`config.mk`:
```
export PLATFORM = sky130hd
export DESIGN_NAME = sps_top
export DESIGN_NICKNAME = d
export VERILOG_FILES = /design/src/rtl/sps_sync.v /design/src/rtl/sps_top.v
export VERILOG_INCLUDE_DIRS = /design/src /design/src/rtl
export SDC_FILE = /design/constraint.sdc
export NUM_CORES = 1
export LEC_CHECK = 0
export ABC_AREA = 1
export BUFFER_PORTS_ARGS = -buffer_cell sky130_fd_sc_hd__buf_2
export CAP_MARGIN = 0
export CORE_MARGIN = 2
export CORE_UTILIZATION = 45
export DETAILED_ROUTE_END_ITERATION = 10
export GPL_TIMING_DRIVEN = 0
export HOLD_SLACK_MARGIN = 0.02
export PLACE_DENSITY = 0.6
export SLEW_MARGIN = 10
export SYNTH_ARGS = -nofsm -noshare
export SYNTH_HDL_FRONTEND = slang
export SYNTH_SLANG_ARGS = --single-unit
```
`constraint.sdc`:
```
create_clock -name REF_CLK -period 5.8 [get_ports REF_CLK]
set_input_delay 0.58 -clock REF_CLK [delete_from_list [all_inputs] [get_ports REF_CLK]]
set_output_delay 0.58 -clock REF_CLK [all_outputs]
set_load 0.01 [all_outputs]
```
`src/rtl/sps_defs.vh`:
```
`ifndef SPS_DEFS_VH
`define SPS_DEFS_VH

// register offsets on the plain register port
`define SPS_ADDR_W      2
`define SPS_OFS_CTRL    2'h0
`define SPS_OFS_STAT    2'h1
`define SPS_OFS_DATA    2'h2

// control register fields
`define SPS_C_SELECT_OUTPUT_ENABLE      7
`define SPS_C_EN        6
`define SPS_C_LSB       5
`define SPS_C_MASTER_SELECT_BIT      4
`define SPS_C_CPOL      3
`define SPS_C_CPHA      2
`define SPS_C_RATE_HI   1
`define SPS_C_RATE_LO   0
`define SPS_CFG_HI      5

// status register fields
`define SPS_S_DONE      7
`define SPS_S_WRITE_COLLISION_FLAG      6
`define SPS_S_OVF       5
`define SPS_S_MODE_FAULT_FLAG      4
`define SPS_S_DISM      3

// reset values
`define SPS_CTRL_RST    8'h00
`define SPS_DATA_RST    8'h00

// shift clock half period at the fastest rate, in system clocks (F/4)
`define SPS_HALF_MIN    5'h02
// last of the sixteen shift clock edges of one byte
`define SPS_EDGE_LAST   4'hf
// last bit index of one byte
`define SPS_BIT_LAST    4'h7
`define SPS_BITS        4'h8

`endif

```
`src/rtl/sps_sync.v`:
```
`timescale 1ns/100ps

module sps_sync #(
   parameter W = 4
) (
   // clock and reset
   input  wire         REF_CLK,
   input  wire         SYS_RST,
   // asynchronous levels in, synchronous levels out
   input  wire [W-1:0] D,
   output wire [W-1:0] Q
);

   reg [W-1:0] stage1;
   reg [W-1:0] stage2;

   // reset to all ones: idle level of select and data lines
   always @(posedge REF_CLK) begin
      if (SYS_RST) begin
         stage1 <= {W{1'b1}};
         stage2 <= {W{1'b1}};
      end else begin
         stage1 <= D;
         stage2 <= stage1;
      end
   end

   assign Q = stage2;

endmodule

```
`src/rtl/sps_top.v`:
```
// Behaviour
// - master or slave operation; shift clock never faster than system clock/4
// - received bytes are copied into a read buffer, freeing the shifter
// - master-out driven as master, sampled as slave; master-in the reverse
// - shift clock pin is an output as master, an input as slave
// - master gives exactly eight shift clocks per byte, then stops
// - slave responds only while select is low
// - master auto select goes low per byte, high between bytes
// - shift out and in together; both shifters exchange contents
// - msb first by default, lsb first when set; register layout unchanged
// - master select pin: fault input, general I/O or automatic output
// - in slave mode the select pin is always the select input
// - master-select set: a data write starts a transfer
// - master byte done: flag set, received byte into data register
// - master-select clear: clock and select pins are inputs
// - slave exchanges nothing until select is pulled low
// - select high mid-byte: abort, fill remaining bits with ones, idle
// - slave byte done: into read buffer, flag set; data reads buffer
// - polarity sets idle clock level, phase picks the sampling edge
// - fault input low while master: clear master and enable, flag it
// - data write during a transfer flags collision, byte discarded
// - byte done with flag still set: overrun, new byte dropped
`timescale 1ns/100ps
`include "sps_defs.vh"

module sps_top (
   // system
   input  wire                   REF_CLK,
   input  wire                   SYS_RST,
   // register port
   input  wire [`SPS_ADDR_W-1:0] ADDR,
   input  wire [7:0]             WDATA,
   input  wire                   WR,
   input  wire                   RD,
   output reg  [7:0]             RDATA,
   // shift clock pin
   input  wire                   SCK_I,
   output wire                   SCK_O,
   output wire                   SCK_OE_N,
   // master-out line
   input  wire                   MOSI_I,
   output wire                   MOSI_O,
   output wire                   MOSI_OE_N,
   // master-in line
   input  wire                   MISO_I,
   output wire                   MISO_O,
   output wire                   MISO_OE_N,
   // select pin, active low
   input  wire                   SS_N_I,
   output wire                   SS_N_O,
   output wire                   SS_N_OE_N
);

   localparam M_IDLE  = 2'h0;
   localparam M_LEAD  = 2'h1;
   localparam M_SHIFT = 2'h2;
   localparam M_TAIL  = 2'h3;

   reg  [7:0] ctrl;
   reg        done_flag;
   reg        write_collision_flag_flag;
   reg        ovf_flag;
   reg        mode_fault_flag_flag;
   reg        fault_disable;
   reg  [7:0] shifter;
   reg  [7:0] rd_buf;
   reg        out_bit;
   reg  [1:0] m_state;
   reg  [4:0] div_cnt;
   reg  [3:0] edge_cnt;
   reg        sck_q;
   reg        ss_q;
   reg  [3:0] s_cnt;
   reg        sck_d;
   reg        ss_d;
   reg  [1:0] m_pipe;

   wire [3:0] pin_s;
   wire       sck_s;
   wire       mosi_s;
   wire       miso_s;
   wire       ss_s;

   // all four pins cross into the system clock before use
   sps_sync #(
      .W (4)
   ) u_sync (
      .REF_CLK (REF_CLK),
      .SYS_RST (SYS_RST),
      .D       ({SS_N_I, MISO_I, MOSI_I, SCK_I}),
      .Q       (pin_s)
   );

   assign sck_s  = pin_s[0];
   assign mosi_s = pin_s[1];
   assign miso_s = pin_s[2];
   assign ss_s   = pin_s[3];

   function [7:0] shift_in;
      input [7:0] v;
      input       b;
      input       lsb;
      begin
         if (lsb)
            shift_in = {b, v[7:1]};
         else
            shift_in = {v[6:0], b};
      end
   endfunction

   function top_bit;
      input [7:0] v;
      input       lsb;
      begin
         top_bit = lsb ? v[0] : v[7];
      end
   endfunction

   // pad an aborted byte with ones for the bits never received
   function [7:0] fill_ones;
      input [7:0] v;
      input [3:0] got;
      input       lsb;
      reg   [7:0] r;
      reg   [3:0] k;
      begin
         r = v;
         for (k = 4'h0; k < `SPS_BITS; k = k + 4'h1) begin
            if (k < `SPS_BITS - got)
               r = shift_in(r, 1'b1, lsb);
         end
         fill_ones = r;
      end
   endfunction

   // divisor 4, 8, 16 or 32 of the system clock
   function [4:0] half_len;
      input [1:0] rate;
      begin
         half_len = `SPS_HALF_MIN << rate;
      end
   endfunction

   wire       en      = ctrl[`SPS_C_EN];
   wire       master_select_bit    = ctrl[`SPS_C_MASTER_SELECT_BIT];
   wire       lsb     = ctrl[`SPS_C_LSB];
   wire       cpol    = ctrl[`SPS_C_CPOL];
   wire       cpha    = ctrl[`SPS_C_CPHA];
   wire       select_output_enable    = ctrl[`SPS_C_SELECT_OUTPUT_ENABLE];
   wire [1:0] rate    = ctrl[`SPS_C_RATE_HI:`SPS_C_RATE_LO];

   wire       master  = en & master_select_bit;
   wire       slave   = en & ~master_select_bit;
   wire       ss_low  = ~ss_s;

   wire       ctrl_wr = WR & (ADDR == `SPS_OFS_CTRL);
   wire       stat_wr = WR & (ADDR == `SPS_OFS_STAT);
   wire       data_wr = WR & (ADDR == `SPS_OFS_DATA);

   // fault input only when detection is not disabled
   wire       fault   = master & ~fault_disable & ss_low;

   // reconfiguring an enabled master kills the byte in flight; a slave byte carries on
   wire       cfg_abort = ctrl_wr & en &
                          (WDATA[`SPS_CFG_HI:0] != ctrl[`SPS_CFG_HI:0]);

   wire       s_act   = slave & ss_low;
   wire       m_busy  = (m_state != M_IDLE);
   wire       busy    = m_busy | s_act;
   wire       collide = data_wr & busy;
   wire       load_ok = data_wr & ~busy;
   wire       m_start = load_ok & master & ~fault;

   wire [4:0] half    = half_len(rate);
   wire       tick    = (div_cnt == half - 5'h01);

   // edge_cnt even: leading edge away from idle level
   wire       m_edge   = (m_state == M_SHIFT) & tick;
   wire       m_lead   = ~edge_cnt[0];
   wire       m_sample = m_edge & (m_lead ^ cpha);
   wire       m_launch = m_edge & ~(m_lead ^ cpha);
   // the line reaches us two flops late; take the bit once it has caught up
   wire       m_take   = m_pipe[1];

   // slave edges from the synchronised clock pin
   wire       s_rise   = sck_s & ~sck_d;
   wire       s_fall   = ~sck_s & sck_d;
   wire       s_lead   = cpol ? s_fall : s_rise;
   wire       s_trail  = cpol ? s_rise : s_fall;
   wire       s_sample = s_act & (cpha ? s_trail : s_lead);
   wire       s_launch = s_act & (cpha ? s_lead : s_trail);
   wire       s_ss_fall = slave & ss_low & ss_d;
   wire       s_abort  = slave & ~ss_low & (s_cnt != 4'h0);
   wire       s_done   = s_sample & (s_cnt == `SPS_BIT_LAST);

   wire       m_done   = (m_state == M_TAIL) & tick;
   wire       in_bit   = master ? miso_s : mosi_s;
   wire [7:0] shifted  = shift_in(shifter, in_bit, lsb);
   wire       xfer_done = m_done | s_done;
   wire [7:0] rx_val   = (s_done | m_take) ? shifted : shifter;

   wire       clr_done = stat_wr & WDATA[`SPS_S_DONE];
   wire       clr_write_collision_flag = stat_wr & WDATA[`SPS_S_WRITE_COLLISION_FLAG];
   wire       clr_ovf  = stat_wr & WDATA[`SPS_S_OVF];
   wire       clr_mode_fault_flag = stat_wr & WDATA[`SPS_S_MODE_FAULT_FLAG];
   // a clear in the same cycle counts as read in time
   wire       overrun  = xfer_done & done_flag & ~clr_done;

   // control register; a mode fault drops master and enable
   always @(posedge REF_CLK) begin
      if (SYS_RST) begin
         ctrl <= `SPS_CTRL_RST;
      end else begin
         if (ctrl_wr)
            ctrl <= WDATA;
         if (fault) begin
            ctrl[`SPS_C_EN]   <= 1'b0;
            ctrl[`SPS_C_MASTER_SELECT_BIT] <= 1'b0;
         end
      end
   end

   // status flags, set wins over a simultaneous clear
   always @(posedge REF_CLK) begin
      if (SYS_RST) begin
         done_flag     <= 1'b0;
         write_collision_flag_flag     <= 1'b0;
         ovf_flag      <= 1'b0;
         mode_fault_flag_flag     <= 1'b0;
         fault_disable <= 1'b0;
      end else begin
         done_flag <= xfer_done | (done_flag & ~clr_done);
         write_collision_flag_flag <= collide | (write_collision_flag_flag & ~clr_write_collision_flag);
         ovf_flag  <= overrun | (ovf_flag & ~clr_ovf);
         mode_fault_flag_flag <= fault | (mode_fault_flag_flag & ~clr_mode_fault_flag);
         if (stat_wr)
            fault_disable <= WDATA[`SPS_S_DISM];
      end
   end

   // read buffer keeps the old byte on overrun
   always @(posedge REF_CLK) begin
      if (SYS_RST) begin
         rd_buf <= `SPS_DATA_RST;
      end else if (xfer_done & ~overrun) begin
         rd_buf <= rx_val;
      end
   end

   // one shifter for both modes; a write while idle goes straight into it
   always @(posedge REF_CLK) begin
      if (SYS_RST) begin
         shifter <= `SPS_DATA_RST;
      end else if (load_ok) begin
         shifter <= WDATA;
      end else if (m_take | s_sample) begin
         shifter <= shifted;
      end else if (s_abort) begin
         shifter <= fill_ones(shifter, s_cnt, lsb);
      end
   end

   // bit presented on the outgoing line
   always @(posedge REF_CLK) begin
      if (SYS_RST) begin
         out_bit <= 1'b0;
      end else if (m_start) begin
         out_bit <= top_bit(WDATA, lsb);
      end else if (s_ss_fall | m_launch | s_launch) begin
         out_bit <= top_bit(m_take ? shifted : shifter, lsb);
      end
   end

   // sample strobe delayed to meet the synchronised line at the top rate
   always @(posedge REF_CLK) begin
      if (SYS_RST | ~master | fault | cfg_abort) begin
         m_pipe <= 2'h0;
      end else begin
         m_pipe <= {m_pipe[0], m_sample};
      end
   end

   // master sequencer: lead-in, sixteen edges, tail
   always @(posedge REF_CLK) begin
      if (SYS_RST) begin
         m_state  <= M_IDLE;
         div_cnt  <= 5'h00;
         edge_cnt <= 4'h0;
         sck_q    <= 1'b0;
         ss_q     <= 1'b1;
      end else if (~master | fault | cfg_abort) begin
         m_state  <= M_IDLE;
         div_cnt  <= 5'h00;
         edge_cnt <= 4'h0;
         sck_q    <= cpol;
         ss_q     <= 1'b1;
      end else begin
         case (m_state)
            M_IDLE: begin
               sck_q    <= cpol;
               div_cnt  <= 5'h00;
               edge_cnt <= 4'h0;
               if (m_start) begin
                  m_state <= M_LEAD;
                  ss_q    <= 1'b0;
               end else begin
                  ss_q    <= 1'b1;
               end
            end
            M_LEAD: begin
               if (tick) begin
                  m_state <= M_SHIFT;
                  div_cnt <= 5'h00;
               end else begin
                  div_cnt <= div_cnt + 5'h01;
               end
            end
            M_SHIFT: begin
               if (tick) begin
                  sck_q   <= ~sck_q;
                  div_cnt <= 5'h00;
                  if (edge_cnt == `SPS_EDGE_LAST)
                     m_state <= M_TAIL;
                  else
                     edge_cnt <= edge_cnt + 4'h1;
               end else begin
                  div_cnt <= div_cnt + 5'h01;
               end
            end
            M_TAIL: begin
               if (tick) begin
                  m_state <= M_IDLE;
                  div_cnt <= 5'h00;
                  ss_q    <= 1'b1;
               end else begin
                  div_cnt <= div_cnt + 5'h01;
               end
            end
            default: begin
               m_state <= M_IDLE;
            end
         endcase
      end
   end

   // slave bit counter and pin history
   always @(posedge REF_CLK) begin
      if (SYS_RST) begin
         s_cnt <= 4'h0;
         sck_d <= 1'b1;
         ss_d  <= 1'b1;
      end else begin
         sck_d <= sck_s;
         ss_d  <= ss_s;
         if (~s_act)
            s_cnt <= 4'h0;
         else if (s_done)
            s_cnt <= 4'h0;
         else if (s_sample)
            s_cnt <= s_cnt + 4'h1;
      end
   end

   // read data stand only in the cycle after the strobe
   always @(posedge REF_CLK) begin
      if (SYS_RST) begin
         RDATA <= 8'h00;
      end else if (RD) begin
         case (ADDR)
            `SPS_OFS_CTRL: RDATA <= ctrl;
            `SPS_OFS_STAT: RDATA <= {done_flag, write_collision_flag_flag, ovf_flag,
                                     mode_fault_flag_flag, fault_disable, 3'h0};
            `SPS_OFS_DATA: RDATA <= rd_buf;
            default:       RDATA <= 8'h00;
         endcase
      end else begin
         RDATA <= 8'h00;
      end
   end

   // pin drivers; enables are low while driving
   assign SCK_O     = sck_q;
   assign SCK_OE_N  = ~master;
   assign MOSI_O    = out_bit;
   assign MOSI_OE_N = ~master;
   assign MISO_O    = out_bit;
   // released when deselected so other slaves can share the line
   assign MISO_OE_N = ~s_act;
   assign SS_N_O    = ss_q;
   assign SS_N_OE_N = ~(master & fault_disable & select_output_enable);

endmodule

```
==> results of run 1 <==
synth_stat cells (all sizes together) (2+ instances only):
master and count:
nand2 222, a31oi 10, inv 91, dfxtp 67, a21oi 39, o31ai 2, o21ai 50, a211oi 4
or2 11, clkbuf 8, a22oi 2, a221oi 2, o211ai 6, nor4 2, nand3 60, xor2 4
nor3 6, o22ai 4, nor2 52, buf 12, ha 10, nand4 19
metrics by stage:
| step | hold slack, ps | instance area, µm² |
|---|---|---|
| after floorplan | 389 | 4400 |
| after global placement | 392 | 4730 |
| after detailed placement | 397 | 4730 |
| after CTS | 389 | 4970 |
| after global routing | 399 | 4970 |
| final | 403 | 4970 |
state kept, by name (all words and copies together) (netlist names), 2 cells and up:
| signal | cells |
|---|---|
| RDATA | 8 |
| ctrl | 8 |
| rd_buf | 8 |
| shifter | 8 |
| div_cnt | 5 |
| edge_cnt | 4 |
| s_cnt | 4 |
| u_sync.Q | 4 |
| u_sync.stage1 | 4 |
| m_pipe | 2 |
| m_state | 2 |
power groups by stage:
stage / logic, W / clock network, W / registers (W)
CTS: 0.000118 / 0.000485 / 0.000479
detailed placement: 0.000117 / 0 / 0.000490
floorplan: 0.0000823 / 0 / 0.000486
finish: 0.000120 / 0.000474 / 0.000480
global route: 0.000134 / 0.000503 / 0.000480
global placement: 0.000116 / 0 / 0.000490
layout make-up:
class / count / area, µm²
Buffer: 20 / 121
Clock buffer: 11 / 141
Clock inverter: 5 / 100
Fill cell: 1021 / 4670
Inverter: 92 / 345
Multi-Input combinational cell: 514 / 2590
Sequential cell: 67 / 1340
Tap cell: 133 / 166
Timing Repair Buffer: 33 / 165
layer usage:
layer / vias up / global-route usage
met4: 0 / 0.0516
met5: - / 0
li1: 2367 / -
met3: 10 / 0.0373
met2: 138 / 0.397
met1: 2170 / 0.376
worst reg2reg max path: stages (launching register included):
cell	delay, ps
dfxtp_1	390
inv_1	110
ha_1	210
inv_1	60
nand2_1	70
nand2_4	110
nand4_2	150
buf_6	180
nand2_1	60
nand2_1	70
nand2_1	80
nand3_2	100
nand2_1	80
nand3_2	130
nand2_1	110
nand3_1	70
nand2_1	90
nand3_2	90
nand2_1	90
nand3_1	70
nand2_1	70
nand2_1	60
nand2_1	80
nand2_1	60
nand2_1	70
a21oi_2	50
path summary, 6_finish.rpt:
| kind | endpoint | from | depth (start not counted) |
|---|---|---|---|
| worst min-delay path | u_sync.stage1[1]$_SDFF_PP1_ | MOSI_I | 2 |
| worst max register to register | shifter[6]$_SDFFE_PP0P_ | s_cnt[1]$_SDFFE_PP0P_ | 25 |
| worst max-delay path | shifter[6]$_SDFFE_PP0P_ | s_cnt[1]$_SDFFE_PP0P_ | 25 |
| worst min register to register | u_sync.Q[3]$_SDFF_PP1_ | u_sync.stage1[3]$_SDFF_PP1_ | 1 |
layout by cell type, fill, tap and decap left out, types with 10 or more instances in the layout:
master / instances
a21oi_1: 37
a31oi_1: 10
buf_2: 37
clkbuf_8: 10
dfxtp_1: 67
ha_1: 10
inv_1: 79
inv_2: 12
nand2_1: 208
nand2_2: 13
nand3_1: 51
nand4_1: 18
nor2_1: 49
o21ai_0: 47
or2_2: 10
logic make-up (layout without fill, tap and decap cells):
family / Yosys count / count (layout) / share of synthesized area
DFF: 67 / 67 / 0.305
buffers and inverters: 112 / 161 / 0.106
adders and majority gates: 10 / 10 / 0.0284
AOI/OAI and AO/OA: 123 / 123 / 0.159
muxes: 1 / 1 / 0.00227
xor gates and xnor gates: 5 / 5 / 0.00995
and+or+nand+nor: 375 / 375 / 0.389
==> impl_metrics.yaml, run 1 <==
run_status:
  status: "completed"
detailed_routing:
  drcViolationCount: 0
  drt_iter0_drc: 371
  post_drt_wl_per_cell_um: 14.7
  vias: 4685
  ant_nets: 0
  dr.pass1.iters: 5
  highest_layer: "met4"
  met2_wirelength_um: 5680
  m1WireLength_um: 6340
  wl_met3_um: 747
  via_per_inst: 5.35
  wl_um: 12900
floorplan:
  die_y_um: 103
  rows: 36
  start_util: 0.457
  io_pins: 34
  dieArea_um2: 10600
  coreArea_um2: 9640
  die_w_um: 103
clocking:
  cts_buffers: 9
  htree_levels: 3
  post_cts_buffers: 0
  cts_buffer_depth: 2
  cts_tree: "done"
  clk_pin_slew_ps: 80
  cts_root_buf: "clkbuf_8"
  cts_resized: 0
  clk_latency_ps: 350
  cts_hold_buf: 0
  clock-sinks: 67
power:
  switching_share: 0.251
  leakage_nw: 2.27
  combPwrFrac: 0.112
  p_clk_frac: 0.441
  p_switching_w: 0.000269
  ir_drop_mv: 0.146
  p_seq_frac: 0.447
  p_total_w: 0.00107
  internal-power_w: 0.000804
  p_per_area_nw_per_um2: 216
worst_setup_path:
  criticalPathCategory: "flop to flop"
  critPathTopFamily: "simple AND/OR/NAND/NOR gates"
  r2r_slack_ps: 2960
  cp.arrival_ps: 3070
  cp-end-kind: "flop"
  worstSetupStartpointType: "flop"
  cp_slowest_stage_delay_ps: 390
  critPathBufInv: 3
  required_ps: 6030
  crit_fanout: 10
  crit_path_frequent_cell: "nand2_1"
  crit_slowest_cell: "dfxtp_1"
logic_synthesis:
  synth_fp_nets: 721
  synth_area_um2: 4400
  synthArstFlopShare: 0
  synth_top_area_share: 0.305
  yosysTopAreaCell: "dfxtp_1"
  synth_seq_cells: 67
  synth_flop_cell: "dfxtp_1"
  yosysUniqueCellTypes: 47
  ys_warn_count: 0
  yosysSeqAreaShare: 0.305
  syn_area_per_cell_um2: 6.35
  synth_edf_count: 0
  netlist_top_cells_area: "dfxtp_1, nand2_1, inv_1"
  netlist_instances: 693
final_layout:
  stdcell_count: 875
  finalNetCount: 765
  post-route-util: 0.516
  drive_above_1_share: 0.156
  syn_to_final_growth_pct: 13.0
  diodes: 0
job:
  max-cap-violations: 0
timing:
  max_freq_mhz: 352
  setup_violations: 0
  max_slew_margin: 0.553
  period_minus_slack_ps: 2840
  timing.final.crit_share: 0.490
  rsz0062_at_grt: "no"
  drv_slew: 0
  worst_slack_ps: 2960
  tightest_slew_ps: 668
  tns_ps: 0
  finalHoldViolCount: 0
  fin_skew_ps: 16.6
global_route:
  grt_antenna_before_repair: 0
  grt_pass1_wl_um: 20900
  first_global_vias: 4141
  grt_overflow_total: 0
  track_usage: 0.255
  grt_max_degree: 12
place:
  dpl_worst_slack_ps: 2990
  dp_hpwl_um: 10000
  gp_congestion: 0.936
  io_buffers: 33
  place_inst: 859
worst_hold_path:
  min_path_type: "input pin to flop"
Power figures use the tool's default switching activity.
==> inputs of run 2 (changes only) <==
Settings changed: ABC_AREA 1 to 0, PLACE_DENSITY 0.6 to 0.62.
Clock period 5.8 ns to 2.39 ns, I/O delays scaled along.
==> impl_metrics.yaml, run 2 <==
run_status:
  status: "complete, but fails checks"
  violations: "setup timing"
floorplan:
  rows: 36
  start_util: 0.468
  die_y_um: 105
  die_w_um: 105
  dieArea_um2: 11100
  io_pins: 34
  coreArea_um2: 9860
global_route:
  grt_overflow_total: 0
  first_global_vias: 4457
  grt_max_degree: 11
  track_usage: 0.267
  grt_pass1_wl_um: 23500
  grt_antenna_before_repair: 1
timing:
  worst_slack_ps: -444
  tightest_slew_ps: 783
  timing.final.crit_share: 1.19
  period_minus_slack_ps: 2830
  drv_slew: 0
  rsz0062_at_grt: "yes"
  setup_violations: 8
  max_slew_margin: 0.463
  worst_hold_slack_ps: 68.4
  max_freq_mhz: 353
  fin_skew_ps: 12.2
  finalHoldViolCount: 0
detailed_routing:
  drcViolationCount: 0
  ant_nets: 0
  dr.pass1.iters: 5
  via_per_inst: 6.07
  drt_iter0_drc: 366
  post_drt_wl_per_cell_um: 19.1
  wl_um: 14800
  vias: 4720
logic_synthesis:
  netlist_top_cells_area: "dfxtp_1, mux2i_1, nor2_1"
  yosysUniqueCellTypes: 81
  yosysSeqAreaShare: 0.290
  synth_compound_gate_area_share: 0.219
  yosys.area_share.adder: 0.0271
  synthMuxAreaShare: 0.119
  netlist_instances: 575
  synth_area_um2: 4620
  synthSimpleGateAreaFrac: 0.254
  syn_area_per_cell_um2: 8.03
  synth_top_family_by_area: "simple AND/OR/NAND/NOR gates"
  synth_flop_cell: "dfxtp_1"
  synth_xor_xnor_area_share: 0.0341
  synthArstFlopShare: 0
  synth_top_area_share: 0.290
  synth_fp_nets: 603
  synth_edf_count: 0
  synth_common_cells: "nor2_1, dfxtp_1, nand2_1"
  ys_warn_count: 0
  yosysMostFrequentCell: "nor2_1"
  synth_seq_cells: 67
  yosysTopAreaCell: "dfxtp_1"
worst_setup_path:
  reg2reg_depth: 13
  worstSetupStartpointType: "flop"
  crit_slowest_cell: "dfxtp_4"
  path_depth: 13
  crit_chain: "inv_4, ha_4, and2b_2, nand3_4, o22a_4, buf_8, buf_4, mux4_2, mux2i_1, o22ai_1, nor3_2, a31oi_1, o311a_1"
  cp.arrival_ps: 3070
  cp-end-kind: "flop"
  critPathBufInv: 3
  cp_slowest_stage_delay_ps: 360
  critPathTopFamily: "compound AO/OA/AOI/OAI gates"
  criticalPathCategory: "flop to flop"
  crit_fanout: 6
  required_ps: 2630
clocking:
  cts_buffers: 9
  cts_buffer_depth: 2
  cts_tree: "done"
  cts_hold_buf: 0
  clk_pin_slew_ps: 80
  clock-sinks: 67
  htree_levels: 3
  clk_latency_ps: 340
  cts_root_buf: "clkbuf_8"
power:
  ir_drop_mv: 0.337
  internal-power_w: 0.00174
  switching_share: 0.261
  combPwrFrac: 0.120
  leakage_nw: 2.16
  p_seq_frac: 0.492
  p_per_area_nw_per_um2: 411
  p_total_w: 0.00236
  p_clk_frac: 0.388
  p_switching_w: 0.000617
final_layout:
  layout_commonest_cell: "nor2_1"
  drive_above_1_share: 0.289
  stdcell_count: 777
  layout_common_cells: "nor2_1, dfxtp_1, nand2_1"
  syn_to_final_growth_pct: 24.3
  finalNetCount: 667
  fillers: 908
  design_area_um2: 5740
place:
  io_buffers: 32
  gp_congestion: 0.920
  dp_hpwl_um: 10600
  place_inst: 740
  dpl_cell_area_um2: 5000
  dpl_worst_slack_ps: -688
worst_hold_path:
  hold_depth: 2
  min_path_type: "input pin to flop"
job:
  max-cap-violations: 0
==> run 2: changes by cell type after synthesis, sizes merged, moves of 10 or more <==
cell | before | now
clkbuf | 8 | 31
nor3 | 6 | 26
nand4 | 19 | 4
mux2i | 1 | 36
nand3 | 60 | 20
nor2 | 52 | 72
mux2 | 0 | 10
o21ai | 50 | 18
inv | 91 | 14
nor2b | 0 | 10
nand2b | 0 | 16
nand2 | 222 | 40
==> run 2: stage by stage <==
stage | setup TNS [ps] | util
4_1_cts | -3160 | 0.557
5_1_grt | -3890 | 0.582
3_5_place_dp | -9130 | 0.507
6_report | -3040 | 0.582
3_3_place_gp | -8510 | 0.507
2_1_floorplan | -939 | -
==> run 2: final timing paths <==
check                         startpoint                     endpoint  slack, ps
max reg2reg        s_cnt[0]$_SDFFE_PP0P_      shifter[5]$_SDFFE_PP0P_       -440
min                                SCK_I  u_sync.stage1[0]$_SDFF_PP1_         70
min reg2reg  u_sync.stage1[1]$_SDFF_PP1_       u_sync.Q[1]$_SDFF_PP1_        410
max                s_cnt[0]$_SDFFE_PP0P_      shifter[5]$_SDFFE_PP0P_       -440
==> run 2: repair_timing <==
item / in CTS / in global routing
endpoints found under the setup margin: 30 / 25
pin swaps: 13 / 22
setup buffers: 19 / 10
gates resized for setup: 44 / 47
==> run 2: final cells by class <==
cell class	instances	area (µm²)	share of cell area
well taps	133	166	0.0290
diodes	1	2.50	0.000436
flip-flops and latches	67	1350	0.235
clock buffers	14	184	0.0320
multi-input cells	448	3360	0.586
plain buffers	38	215	0.0375
clock inverters	1	5.00	0.000871
repair buffers	61	394	0.0686
inverters	14	60.1	0.0105
==> run 2: kinds of logic after synthesis <==
kind of cell               after synthesis
and+or+nand+nor                        235
muxes                                   49
adders and majority gates               10
buffers and inverters                   60
DFF                                     67
xor gates and xnor gates                18
AOI/OAI and AO/OA                      136
==> run 2: power by group through the flow <==
stage	clock network [W]	registers, W	logic [W]
final	0.000915	0.00116	0.000282
after global routing	0.000971	0.00116	0.000301
after CTS	0.000939	0.00116	0.000264
after detailed placement	0	0.00118	0.000243
after global placement	0	0.00118	0.000244
after floorplan	0	0.00117	0.000169
==> run 2: routing by layer <==
metal | up-vias | wire, µm | global-route usage
li1 | 2214 | - | -
met1 | 2277 | 6520 | 0.384
met2 | 208 | 6850 | 0.398
met3 | 21 | 1270 | 0.0581
met4 | 0 | 194 | 0.0790
met5 | - | 0 | 0
